### src/hw/energy_accum_consts.vh
// Constants for the energy accumulation mode configuration block.
// Assumes inclusion by its bare name from the design files of that block.
`ifndef ENERGY_ACCUM_CONSTS_VH
`define ENERGY_ACCUM_CONSTS_VH

// Width of one signed power sample per phase and quantity.
`define PWR_W              24
// Register addresses on the plain register port.
`define ADDR_MODE_SELECT   16'he700
`define ADDR_ACCUM_MODE    16'he701
`define ADDR_REV_STATE     16'he703
// Reset values of the two configuration registers.
`define RST_MODE_SELECT    8'h1c
`define RST_ACCUM_MODE     8'h00
// Field positions in the metering mode select register.
`define ACT_REV_SEL_BIT    0
`define REA_REV_SEL_BIT    1
`define PEAK_EN_LSB        2
`define PEAK_EN_MSB        4
// Field positions in the energy accumulation mode register.
`define ACT_MODE_LSB       0
`define ACT_MODE_MSB       1
`define REA_MODE_LSB       2
`define REA_MODE_MSB       3
// Accumulation mode codes.
`define MODE_SIGNED        2'h0
`define MODE_ACT_POS_ONLY  2'h1
`define MODE_REA_BY_ACT    2'h2
`define MODE_ABSOLUTE      2'h3
// Positions of the reversal events in status register zero.
`define STAT0_ACT_REV_LSB  6
`define STAT0_REA_REV_LSB  10
`define STAT0_W            16

`endif

### src/hw/reversal_detector.v
// Sign reversal detector for one phase and one kind of power.
// Assumes sign bits come from logic on the same clock, sampled on i_valid.
`timescale 1ns/1ns
`include "energy_accum_consts.vh"

module reversal_detector (
  input  wire i_clk_sys,   // System clock.
  input  wire i_arst_n,    // Asynchronous reset, active low.
  input  wire i_valid,     // New power sample present.
  input  wire i_sel_fund,  // Selects the fundamental power when high.
  input  wire i_sign_tot,  // Sign of the total power, high when negative.
  input  wire i_sign_fund, // Sign of the fundamental power, high when negative.
  output wire o_rev_next,  // High in the cycle a sign change is seen.
  output wire o_sign       // Last sampled sign of the selected power.
);

  reg  sign_reg;   // Sign of the selected power at the previous sample.
  reg  seen_reg;   // A first sample has been taken since reset.
  wire sign_now;   // Sign of the currently selected power.

  // The select bit picks total or fundamental power as the source.
  assign sign_now   = i_sel_fund ? i_sign_fund : i_sign_tot;
  // A change of sign on a valid sample marks a reversal.
  assign o_rev_next = i_valid & seen_reg & (sign_now != sign_reg);
  assign o_sign     = sign_reg;

  // Keeps the previous sign so that the next sample can be compared.
  always @(posedge i_clk_sys or negedge i_arst_n) begin
    if (!i_arst_n) begin
      sign_reg <= 1'b0;
      seen_reg <= 1'b0;
    end else if (i_valid) begin
      sign_reg <= sign_now;
      seen_reg <= 1'b1;
    end
  end

endmodule // reversal_detector

### src/hw/power_conditioner.v
// Per-phase conditioning of active and reactive powers before accumulation.
// Assumes powers are signed samples from logic on the same clock.
`timescale 1ns/1ns
`include "energy_accum_consts.vh"

module power_conditioner (
  input  wire                     i_clk_sys,    // System clock.
  input  wire                     i_arst_n,     // Asynchronous reset, active low.
  input  wire                     i_valid,      // New samples present.
  input  wire [1:0]               i_act_mode,   // Active accumulation mode.
  input  wire [1:0]               i_rea_mode,   // Reactive accumulation mode.
  input  wire signed [`PWR_W-1:0] i_act_tot,    // Total active power.
  input  wire signed [`PWR_W-1:0] i_act_fund,   // Fundamental active power.
  input  wire signed [`PWR_W-1:0] i_rea_tot,    // Total reactive power.
  input  wire signed [`PWR_W-1:0] i_rea_fund,   // Fundamental reactive power.
  output reg  signed [`PWR_W-1:0] o_act_tot_e,  // Total active, energy path.
  output reg  signed [`PWR_W-1:0] o_act_fund_e, // Fundamental active, energy path.
  output reg  signed [`PWR_W-1:0] o_act_tot_f,  // Total active, pulse path.
  output reg  signed [`PWR_W-1:0] o_act_fund_f, // Fundamental active, pulse path.
  output reg  signed [`PWR_W-1:0] o_rea_tot_e,  // Total reactive, energy path.
  output reg  signed [`PWR_W-1:0] o_rea_fund_e, // Fundamental reactive, energy path.
  output reg  signed [`PWR_W-1:0] o_rea_tot_f,  // Total reactive, pulse path.
  output reg  signed [`PWR_W-1:0] o_rea_fund_f  // Fundamental reactive, pulse path.
);

  // Negation that saturates the most negative value instead of wrapping.
  function signed [`PWR_W-1:0] neg_sat;
    input signed [`PWR_W-1:0] v;
    begin
      if (v == {1'b1, {(`PWR_W-1){1'b0}}}) begin
        neg_sat = {1'b0, {(`PWR_W-1){1'b1}}};
      end else begin
        neg_sat = -v;
      end
    end
  endfunction

  // Absolute value, built on the saturating negation.
  function signed [`PWR_W-1:0] abs_sat;
    input signed [`PWR_W-1:0] v;
    begin
      abs_sat = v[`PWR_W-1] ? neg_sat(v) : v;
    end
  endfunction

  // Applies the selected modes on each valid sample; outputs hold otherwise.
  always @(posedge i_clk_sys or negedge i_arst_n) begin
    if (!i_arst_n) begin
      o_act_tot_e  <= {`PWR_W{1'b0}};
      o_act_fund_e <= {`PWR_W{1'b0}};
      o_act_tot_f  <= {`PWR_W{1'b0}};
      o_act_fund_f <= {`PWR_W{1'b0}};
      o_rea_tot_e  <= {`PWR_W{1'b0}};
      o_rea_fund_e <= {`PWR_W{1'b0}};
      o_rea_tot_f  <= {`PWR_W{1'b0}};
      o_rea_fund_f <= {`PWR_W{1'b0}};
    end else if (i_valid) begin
      case (i_act_mode)
        `MODE_ACT_POS_ONLY: begin
          // Energy sees only positive power, pulses stay signed.
          o_act_tot_e  <= (i_act_tot > 0) ? i_act_tot : {`PWR_W{1'b0}};
          o_act_fund_e <= (i_act_fund > 0) ? i_act_fund : {`PWR_W{1'b0}};
          o_act_tot_f  <= i_act_tot;
          o_act_fund_f <= i_act_fund;
        end
        `MODE_ABSOLUTE: begin
          // Both paths see the magnitude.
          o_act_tot_e  <= abs_sat(i_act_tot);
          o_act_fund_e <= abs_sat(i_act_fund);
          o_act_tot_f  <= abs_sat(i_act_tot);
          o_act_fund_f <= abs_sat(i_act_fund);
        end
        default: begin
          // Signed mode, also taken by the reserved code.
          o_act_tot_e  <= i_act_tot;
          o_act_fund_e <= i_act_fund;
          o_act_tot_f  <= i_act_tot;
          o_act_fund_f <= i_act_fund;
        end
      endcase
      case (i_rea_mode)
        `MODE_REA_BY_ACT: begin
          // Reactive sign follows the matching active power sign.
          o_rea_tot_e  <= i_act_tot[`PWR_W-1] ? neg_sat(i_rea_tot) : i_rea_tot;
          o_rea_fund_e <= i_act_fund[`PWR_W-1] ? neg_sat(i_rea_fund) : i_rea_fund;
          o_rea_tot_f  <= i_act_tot[`PWR_W-1] ? neg_sat(i_rea_tot) : i_rea_tot;
          o_rea_fund_f <= i_act_fund[`PWR_W-1] ? neg_sat(i_rea_fund) : i_rea_fund;
        end
        `MODE_ABSOLUTE: begin
          // Both paths see the magnitude.
          o_rea_tot_e  <= abs_sat(i_rea_tot);
          o_rea_fund_e <= abs_sat(i_rea_fund);
          o_rea_tot_f  <= abs_sat(i_rea_tot);
          o_rea_fund_f <= abs_sat(i_rea_fund);
        end
        default: begin
          // Signed mode, also taken by the reserved code.
          o_rea_tot_e  <= i_rea_tot;
          o_rea_fund_e <= i_rea_fund;
          o_rea_tot_f  <= i_rea_tot;
          o_rea_fund_f <= i_rea_fund;
        end
      endcase
    end
  end

endmodule // power_conditioner

### src/hw/energy_accum_mode_config.v
// Configuration registers and power conditioning of a polyphase metering engine.
// Assumes the register port and the power samples are driven on i_clk_sys.
//
// Contract
// - Active reversal source: total at 0, fundamental at 1.
// - Active reversal phases A,B,C set status bits 6,7,8.
// - Reactive reversal source: total at 0, fundamental at 1.
// - Reactive reversal phases A,B,C set status bits 10,11,12.
// - Bits 2..4 enable phase peak detection, reset one.
// - Mode select bits 7..5 reset zero, no effect.
// - Active code 00: signed energy and pulses.
// - Active code 01: positive-only energy, signed pulses.
// - Active code 10 behaves as code 00.
// - Active code 11: absolute energy and pulses.
// - Reactive code 00: signed energy and pulses.
// - Reactive code 01 behaves as code 00.
// - Reactive code 10: sign follows matching active power.
// - Reactive code 11: absolute energy and pulses.
`timescale 1ns/1ns
`include "energy_accum_consts.vh"

module energy_accum_mode_config (
  input  wire                      i_clk_sys,       // System clock, 25 MHz.
  input  wire                      i_arst_n,        // Asynchronous reset, active low.
  input  wire                      i_soft_reset,    // Software reset pulse.
  input  wire [15:0]               i_addr,          // Register address.
  input  wire [7:0]                i_wr_data,       // Register write data.
  input  wire                      i_wr_en,         // Write strobe.
  input  wire                      i_rd_en,         // Read strobe.
  output wire [7:0]                o_rd_data,       // Read data, one cycle after the strobe.
  input  wire                      i_power_valid,   // New power samples present.
  input  wire [3*`PWR_W-1:0]       i_act_tot,       // Total active power, phase A lowest.
  input  wire [3*`PWR_W-1:0]       i_act_fund,      // Fundamental active power.
  input  wire [3*`PWR_W-1:0]       i_rea_tot,       // Total reactive power.
  input  wire [3*`PWR_W-1:0]       i_rea_fund,      // Fundamental reactive power.
  output wire [2:0]                o_peak_phase_enable, // Phase C..A take part in peak detection.
  output wire [`STAT0_W-1:0]       o_status_zero_set, // Set pulses for status register zero.
  output wire                      o_accum_valid,   // Conditioned samples updated.
  output wire [3*`PWR_W-1:0]       o_act_tot_energy,   // Total active to energy registers.
  output wire [3*`PWR_W-1:0]       o_act_fund_energy,  // Fundamental active to energy registers.
  output wire [3*`PWR_W-1:0]       o_act_tot_pulse,    // Total active to pulse outputs.
  output wire [3*`PWR_W-1:0]       o_act_fund_pulse,   // Fundamental active to pulse outputs.
  output wire [3*`PWR_W-1:0]       o_rea_tot_energy,   // Total reactive to energy registers.
  output wire [3*`PWR_W-1:0]       o_rea_fund_energy,  // Fundamental reactive to energy registers.
  output wire [3*`PWR_W-1:0]       o_rea_tot_pulse,    // Total reactive to pulse outputs.
  output wire [3*`PWR_W-1:0]       o_rea_fund_pulse    // Fundamental reactive to pulse outputs.
);

  // Configuration and port registers.
  reg  [7:0]            mode_select_reg;    // Metering mode select register.
  reg  [7:0]            accum_mode_reg;     // Energy accumulation mode register.
  reg  [7:0]            rd_data_reg;        // Read data held for one cycle.
  reg  [7:0]            rd_data_next;       // Read data chosen by the address.
  reg  [`STAT0_W-1:0]   status_set_reg;     // Registered status set pulses.
  reg                   accum_valid_reg;    // Follows the conditioner update.
  reg  [2:0]            peak_en_reg;        // Registered peak enables.

  // Per-phase results of the reversal detectors.
  wire [2:0]            act_rev;            // Active reversal seen this cycle.
  wire [2:0]            rea_rev;            // Reactive reversal seen this cycle.
  wire [2:0]            act_sign;           // Last sign of selected active power.
  wire [2:0]            rea_sign;           // Last sign of selected reactive power.
  wire [`STAT0_W-1:0]   status_set_next;    // Status set pulses before the register.

  // Decoded fields.
  wire                  act_rev_sel;        // Active reversal source select.
  wire                  rea_rev_sel;        // Reactive reversal source select.
  wire [1:0]            act_mode;           // Active accumulation mode.
  wire [1:0]            rea_mode;           // Reactive accumulation mode.

  assign act_rev_sel = mode_select_reg[`ACT_REV_SEL_BIT];
  assign rea_rev_sel = mode_select_reg[`REA_REV_SEL_BIT];
  assign act_mode    = accum_mode_reg[`ACT_MODE_MSB:`ACT_MODE_LSB];
  assign rea_mode    = accum_mode_reg[`REA_MODE_MSB:`REA_MODE_LSB];
  // The upper bits of the mode select register are stored and read back,
  // but no logic below looks at them.

  // Writes to the configuration registers; software reset restores defaults.
  always @(posedge i_clk_sys or negedge i_arst_n) begin
    if (!i_arst_n) begin
      mode_select_reg <= `RST_MODE_SELECT;
      accum_mode_reg  <= `RST_ACCUM_MODE;
    end else if (i_soft_reset) begin
      // Software reset has priority over a write in the same cycle.
      mode_select_reg <= `RST_MODE_SELECT;
      accum_mode_reg  <= `RST_ACCUM_MODE;
    end else if (i_wr_en) begin
      if (i_addr == `ADDR_MODE_SELECT) begin
        mode_select_reg <= i_wr_data;
      end
      if (i_addr == `ADDR_ACCUM_MODE) begin
        accum_mode_reg <= i_wr_data;
      end
    end
  end

  // Read multiplexer; unmapped addresses read as zero.
  always @* begin
    rd_data_next = 8'h00;
    case (i_addr)
      `ADDR_MODE_SELECT: begin
        rd_data_next = mode_select_reg;
      end
      `ADDR_ACCUM_MODE: begin
        rd_data_next = accum_mode_reg;
      end
      `ADDR_REV_STATE: begin
        // Current sign state of the selected powers per phase.
        rd_data_next = {2'h0, rea_sign, act_sign};
      end
      default: begin
        rd_data_next = 8'h00;
      end
    endcase
  end

  // Read data stand only in the cycle after the read strobe.
  always @(posedge i_clk_sys or negedge i_arst_n) begin
    if (!i_arst_n) begin
      rd_data_reg <= 8'h00;
    end else if (i_rd_en) begin
      rd_data_reg <= rd_data_next;
    end else begin
      rd_data_reg <= 8'h00;
    end
  end

  // Per-phase conditioning and reversal detection.
  genvar ph;
  generate
    for (ph = 0; ph < 3; ph = ph + 1) begin : g_phase
      // Reversal of the selected active power.
      reversal_detector u_act_rev (
        .i_clk_sys   (i_clk_sys),
        .i_arst_n    (i_arst_n),
        .i_valid     (i_power_valid),
        .i_sel_fund  (act_rev_sel),
        .i_sign_tot  (i_act_tot[ph*`PWR_W+`PWR_W-1]),
        .i_sign_fund (i_act_fund[ph*`PWR_W+`PWR_W-1]),
        .o_rev_next  (act_rev[ph]),
        .o_sign      (act_sign[ph])
      );
      // Reversal of the selected reactive power.
      reversal_detector u_rea_rev (
        .i_clk_sys   (i_clk_sys),
        .i_arst_n    (i_arst_n),
        .i_valid     (i_power_valid),
        .i_sel_fund  (rea_rev_sel),
        .i_sign_tot  (i_rea_tot[ph*`PWR_W+`PWR_W-1]),
        .i_sign_fund (i_rea_fund[ph*`PWR_W+`PWR_W-1]),
        .o_rev_next  (rea_rev[ph]),
        .o_sign      (rea_sign[ph])
      );
      // Accumulation mode handling for this phase.
      power_conditioner u_cond (
        .i_clk_sys    (i_clk_sys),
        .i_arst_n     (i_arst_n),
        .i_valid      (i_power_valid),
        .i_act_mode   (act_mode),
        .i_rea_mode   (rea_mode),
        .i_act_tot    (i_act_tot[ph*`PWR_W +: `PWR_W]),
        .i_act_fund   (i_act_fund[ph*`PWR_W +: `PWR_W]),
        .i_rea_tot    (i_rea_tot[ph*`PWR_W +: `PWR_W]),
        .i_rea_fund   (i_rea_fund[ph*`PWR_W +: `PWR_W]),
        .o_act_tot_e  (o_act_tot_energy[ph*`PWR_W +: `PWR_W]),
        .o_act_fund_e (o_act_fund_energy[ph*`PWR_W +: `PWR_W]),
        .o_act_tot_f  (o_act_tot_pulse[ph*`PWR_W +: `PWR_W]),
        .o_act_fund_f (o_act_fund_pulse[ph*`PWR_W +: `PWR_W]),
        .o_rea_tot_e  (o_rea_tot_energy[ph*`PWR_W +: `PWR_W]),
        .o_rea_fund_e (o_rea_fund_energy[ph*`PWR_W +: `PWR_W]),
        .o_rea_tot_f  (o_rea_tot_pulse[ph*`PWR_W +: `PWR_W]),
        .o_rea_fund_f (o_rea_fund_pulse[ph*`PWR_W +: `PWR_W])
      );
    end
  endgenerate

  // Places the reversal events at their status register zero positions.
  assign status_set_next = ({13'h0, act_rev} << `STAT0_ACT_REV_LSB)
                         | ({13'h0, rea_rev} << `STAT0_REA_REV_LSB);

  // Output registers for status pulses, valid and peak enables.
  always @(posedge i_clk_sys or negedge i_arst_n) begin
    if (!i_arst_n) begin
      status_set_reg  <= {`STAT0_W{1'b0}};
      accum_valid_reg <= 1'b0;
      peak_en_reg     <= 3'h7;
    end else begin
      status_set_reg  <= status_set_next;
      accum_valid_reg <= i_power_valid;
      peak_en_reg     <= mode_select_reg[`PEAK_EN_MSB:`PEAK_EN_LSB];
    end
  end

  assign o_rd_data           = rd_data_reg;
  assign o_status_zero_set   = status_set_reg;
  assign o_accum_valid       = accum_valid_reg;
  assign o_peak_phase_enable = peak_en_reg;

endmodule // energy_accum_mode_config

### config.mk
export PLATFORM = sky130hd
export DESIGN_NAME = energy_accum_mode_config
export DESIGN_NICKNAME = d
export VERILOG_FILES = /design/src/hw/reversal_detector.v /design/src/hw/power_conditioner.v /design/src/hw/energy_accum_mode_config.v
export VERILOG_INCLUDE_DIRS = /design/src /design/src/hw
export SDC_FILE = /design/constraint.sdc
export NUM_CORES = 2
export LEC_CHECK = 0
export ABC_AREA = 1
export ABC_CLOCK_PERIOD_IN_PS = 3000
export BUFFER_PORTS_ARGS = -buffer_cell sky130_fd_sc_hd__buf_2
export CORE_AREA = 4 4 352 354
export DETAILED_ROUTE_END_ITERATION = 8
export DIE_AREA = 0 0 356 358
export MAX_ROUTING_LAYER = met4
export PLACE_DENSITY = 0.48
export SLEW_MARGIN = 10
export SYNTH_ARGS = -nofsm -noshare
export SYNTH_HDL_FRONTEND = slang
export SYNTH_SLANG_ARGS = --single-unit
### constraint.sdc
create_clock -name i_clk_sys -period 3 [get_ports i_clk_sys]
set_input_delay 0.3 -clock i_clk_sys [delete_from_list [all_inputs] [get_ports i_clk_sys]]
set_output_delay 0.3 -clock i_clk_sys [all_outputs]
set_load 0.02 [all_outputs]
==> summary.md <==
| Metric | Value |
|---|---|
| Die W | `356 um` |
| CP Cell Sequence | `dlygate4sd3_1, buf_2, inv_1, ha_1, nand2_1, nor2_1, nand3_1, nand3_1, nand2_1, buf_4, nand2_1, nand3_1, nand2_1, inv_1` |
| Remaining DRCs | `0` |
| PortBufs | `911` |
| Most frequent cell after synthesis | `nand2_1` |
| Most used flip-flop cell after synthesis | `dfrtp_1` |
| Status | `finished, final reports clean` |
| CTS H-tree lvls | `3` |
| Mapped Cells | `5536` |
| Clock power frac | `38.1%` |
| Switching share of power | `36.54%` |
| Gp weighted congestion | `0.9442` |
| Post-synth top cells | `nand2_1 (1209), a21oi_1 (725), nor2_1 (695)` |
| Vias in the first global route | `38460` |
| Crit. End Element | `register` |
| Cts bufs inserted | `67` |
| Die area | `0.1274 mm2` |
| Startpoint types | `primary input` |
| Critical path arrival | `2.85 ns` |
| VDD IR max | `0.3844 mV` |
| Congestion Overflow GR | `0` |
| Comb pwr share | `27.5%` |
| Top-area cell type share of the netlist area | `32.55%` |
| Via count | `40120` |
| Critical Path RT | `3.53 ns` |
| Clock latency on the worst-skew pair | `0.63 ns` |
| CTS tree | `done` |
| Flops & latches, synth | `473` |
| Post-synthesis sequential area ratio | `32.99%` |
| Sequential power share | `34.5%` |
| I/O pin count | `922` |
| HPWL Detailed | `121400 um` |
| Iteration count of the initial detailed-routing pass | `6` |
| Critical path type | `primary input to register` |
| Slew margin rel. | `32.82%` |
| P_int | `14.27 mW` |
| Post-Route WL | `163400 um` |
| CTS clk-pin slew, worst paths | `0.06 ns` |
| Minimum clock period | `2.325 ns` |
| Die Ht | `358 um` |
| Post-route antenna net violation count | `0` |
| Area growth from synthesis to layout | `23.25%` |
| Routed wire per std cell | `20.52 um` |
| EDFF count, synth | `0` |
| Largest net degree at the start of global routing | `143` |
| Post-route design area | `0.04425 mm2` |
| MaxCap Viol Count | `0` |
| Top cells by area, synth | `dfrtp_1 (33%), nand2_1 (13%), a21oi_1 (10%)` |
| Worst Tran Pin Value | `1.007 ns` |
| Leakage | `21.55 nW` |
| RSZ-0062 raised after global routing | `false` |
| Clk root buf | `clkbuf_16` |
| Net Switching | `8.220 mW` |
| Worst-path maximum fanout | `20` |
| Syn_area_per_cell | `6.486 um2` |
| Setup TNS | `0 ns` |
| Placed Area | `0.04098 mm2` |
| Number of setup buffers added after CTS | `0` |
| Layout cells sized above 1 | `21.62%` |
| Drt via density | `5.039` |
| Endpoints failing hold | `0` |
| Initial core utilization | `29.65%` |
| Clock sink count | `473` |
| Post-CTS Resized | `0` |
| Cell variety after synth | `47` |
| Pwr/cell area | `508.3 mW/mm2` |
| Clk_skew | `0.02435 ns` |
| Cell Rows | `128` |
| Period Utilization, post-route | `77.51%` |
| Top cell type by total area after synthesis | `dfrtp_1` |
| Total track usage | `25.12%` |
| Longest Clk Path Bufs | `3` |
| Yosys Warn Count | `0` |
| Drt initial violations | `3035` |
| Initial antenna violation count | `40` |
| Max Transition Viols Final | `0` |
| Total Nets Final | `6581` |
| CORE AREA | `0.1211 mm2` |
| Min-delay worst type | `primary input to register` |
| Post-synthesis cell area | `0.03590 mm2` |
| Slowest-stage cell, CP | `dlygate4sd3_1` |
| Max incr delay on CP | `0.55 ns` |
| Most frequent cell on the critical path | `nand2_1` |
| Asr flop ratio synth | `100.0%` |
| # setup viols final | `0` |
| F_max | `430.0 MHz` |
| First-pass GRT wire length | `241900 um` |
==> routing by layer <==
metal  wire [um]  share of wire (%)  track usage, %  vias to the layer above
met5           0                  0               -                        -
met3       11150                6.8           5.244                      221
li1            -                  -               -                    19490
met4        4590                2.8           7.768                        0
met1       69400                 42           30.80                    19080
met2       78250                 48           41.55                     1320
==> layout make-up <==
cell class                      count  area, um2
Timing Repair Buffer             1092       6419
Sequential cell                   473      11850
Inverter                          522       1974
Clock buffer                       91       1897
Tap cell                         1625       2033
Antenna cell                       35      87.58
Clock inverter                     28      421.7
Multi-Input combinational cell   4095      19580
Fill cell                       13370      76820
==> power by group through the flow <==
| stage | logic, mW | clock network [mW] | registers [mW] |
|---|---|---|---|
| detailed placement | 6.11 | 0 | 7.86 |
| global route | 6.78 | 9.06 | 7.83 |
| finish | 6.18 | 8.57 | 7.75 |
| floorplan | 3.04 | 0 | 8.48 |
| global placement | 6.08 | 0 | 7.86 |
| CTS | 6.22 | 8.83 | 7.77 |
==> critical path: cells and delay by family <==
kind                     cells  cell delay, ns
adder cells (fa/ha/maj)      1            0.28
buffers and inverters        5            1.11
AND/OR/NAND/NOR              8            1.14
==> through the flow <==
step | util [%] | power, mW | setup WS, ns | instances | hold slack, ns
after floorplan | - | 11.53 | 1.342 | 5545 | 0.004409
after global placement | 33.84 | 13.94 | 0.5838 | 7720 | 0.3612
after detailed placement | 33.84 | 13.97 | 0.6059 | 7720 | 0.3598
after CTS | 36.48 | 22.83 | 0.5913 | 7926 | 0.001310
after global routing | 36.55 | 23.67 | 0.5015 | 7959 | 0.04365
final | 36.55 | 22.49 | 0.6746 | 7961 | 0.04151
==> path summary, 6_finish.rpt <==
path	from	slack [ns]	cells after the start	to
max	i_act_tot[24]	0.67	14	g_phase[1].u_cond.o_act_tot_e[14]
min	i_act_fund[0]	0.04	3	g_phase[0].u_cond.o_act_fund_f[0]
max reg2reg	accum_mode_reg[0]	0.68	8	g_phase[1].u_cond.o_act_fund_e[13]
min reg2reg	mode_select_reg[3]	0.37	0	o_peak_phase_enable[1]
max in group asynchronous	i_arst_n	1.71	3	g_phase[2].u_cond.o_act_fund_e[6]
min in group asynchronous	i_arst_n	0.35	2	g_phase[1].u_cond.o_act_tot_e[17]
==> layout by cell type (no fill, tap or decap), drive strengths merged, types with 3 or more instances in the layout <==
cell type / instances
clkbuf: 91
buf: 1005
clkinvlp: 3
diode: 35
a31oi: 35
clkinv: 14
xnor2: 5
nor2: 739
dfstp: 6
ha: 12
or2: 134
a21oi: 725
dlygate4sd3: 87
dfrtp: 467
nor3: 19
nand3b: 27
xor2: 89
bufinv: 9
nand3: 632
nand2: 1215
conb: 10
o211ai: 61
inv: 524
o21ai: 234
nand4: 142
==> cells by family (layout without fill, tap and decap cells) <==
| family | after synthesis | after routing | synth area share, % |
|---|---|---|---|
| AO/OA/AOI/OAI | 1068 | 1068 | 15.57 |
| flip-flops | 473 | 473 | 32.99 |
| buffers and inverters | 977 | 1733 | 12.63 |
| XOR/XNOR | 94 | 94 | 2.293 |
| AND/OR/NAND/NOR | 2911 | 2911 | 36.10 |
| other | 1 | 45 | 0.01044 |
| adder cells (fa/ha/maj) | 12 | 12 | 0.4182 |
==> repair_timing <==
item,in CTS,in global routing
endpoints found under the hold margin,167,0
endpoints found under the setup margin,0,0
hold buffers,87,0
Power figures use the tool's default switching activity.
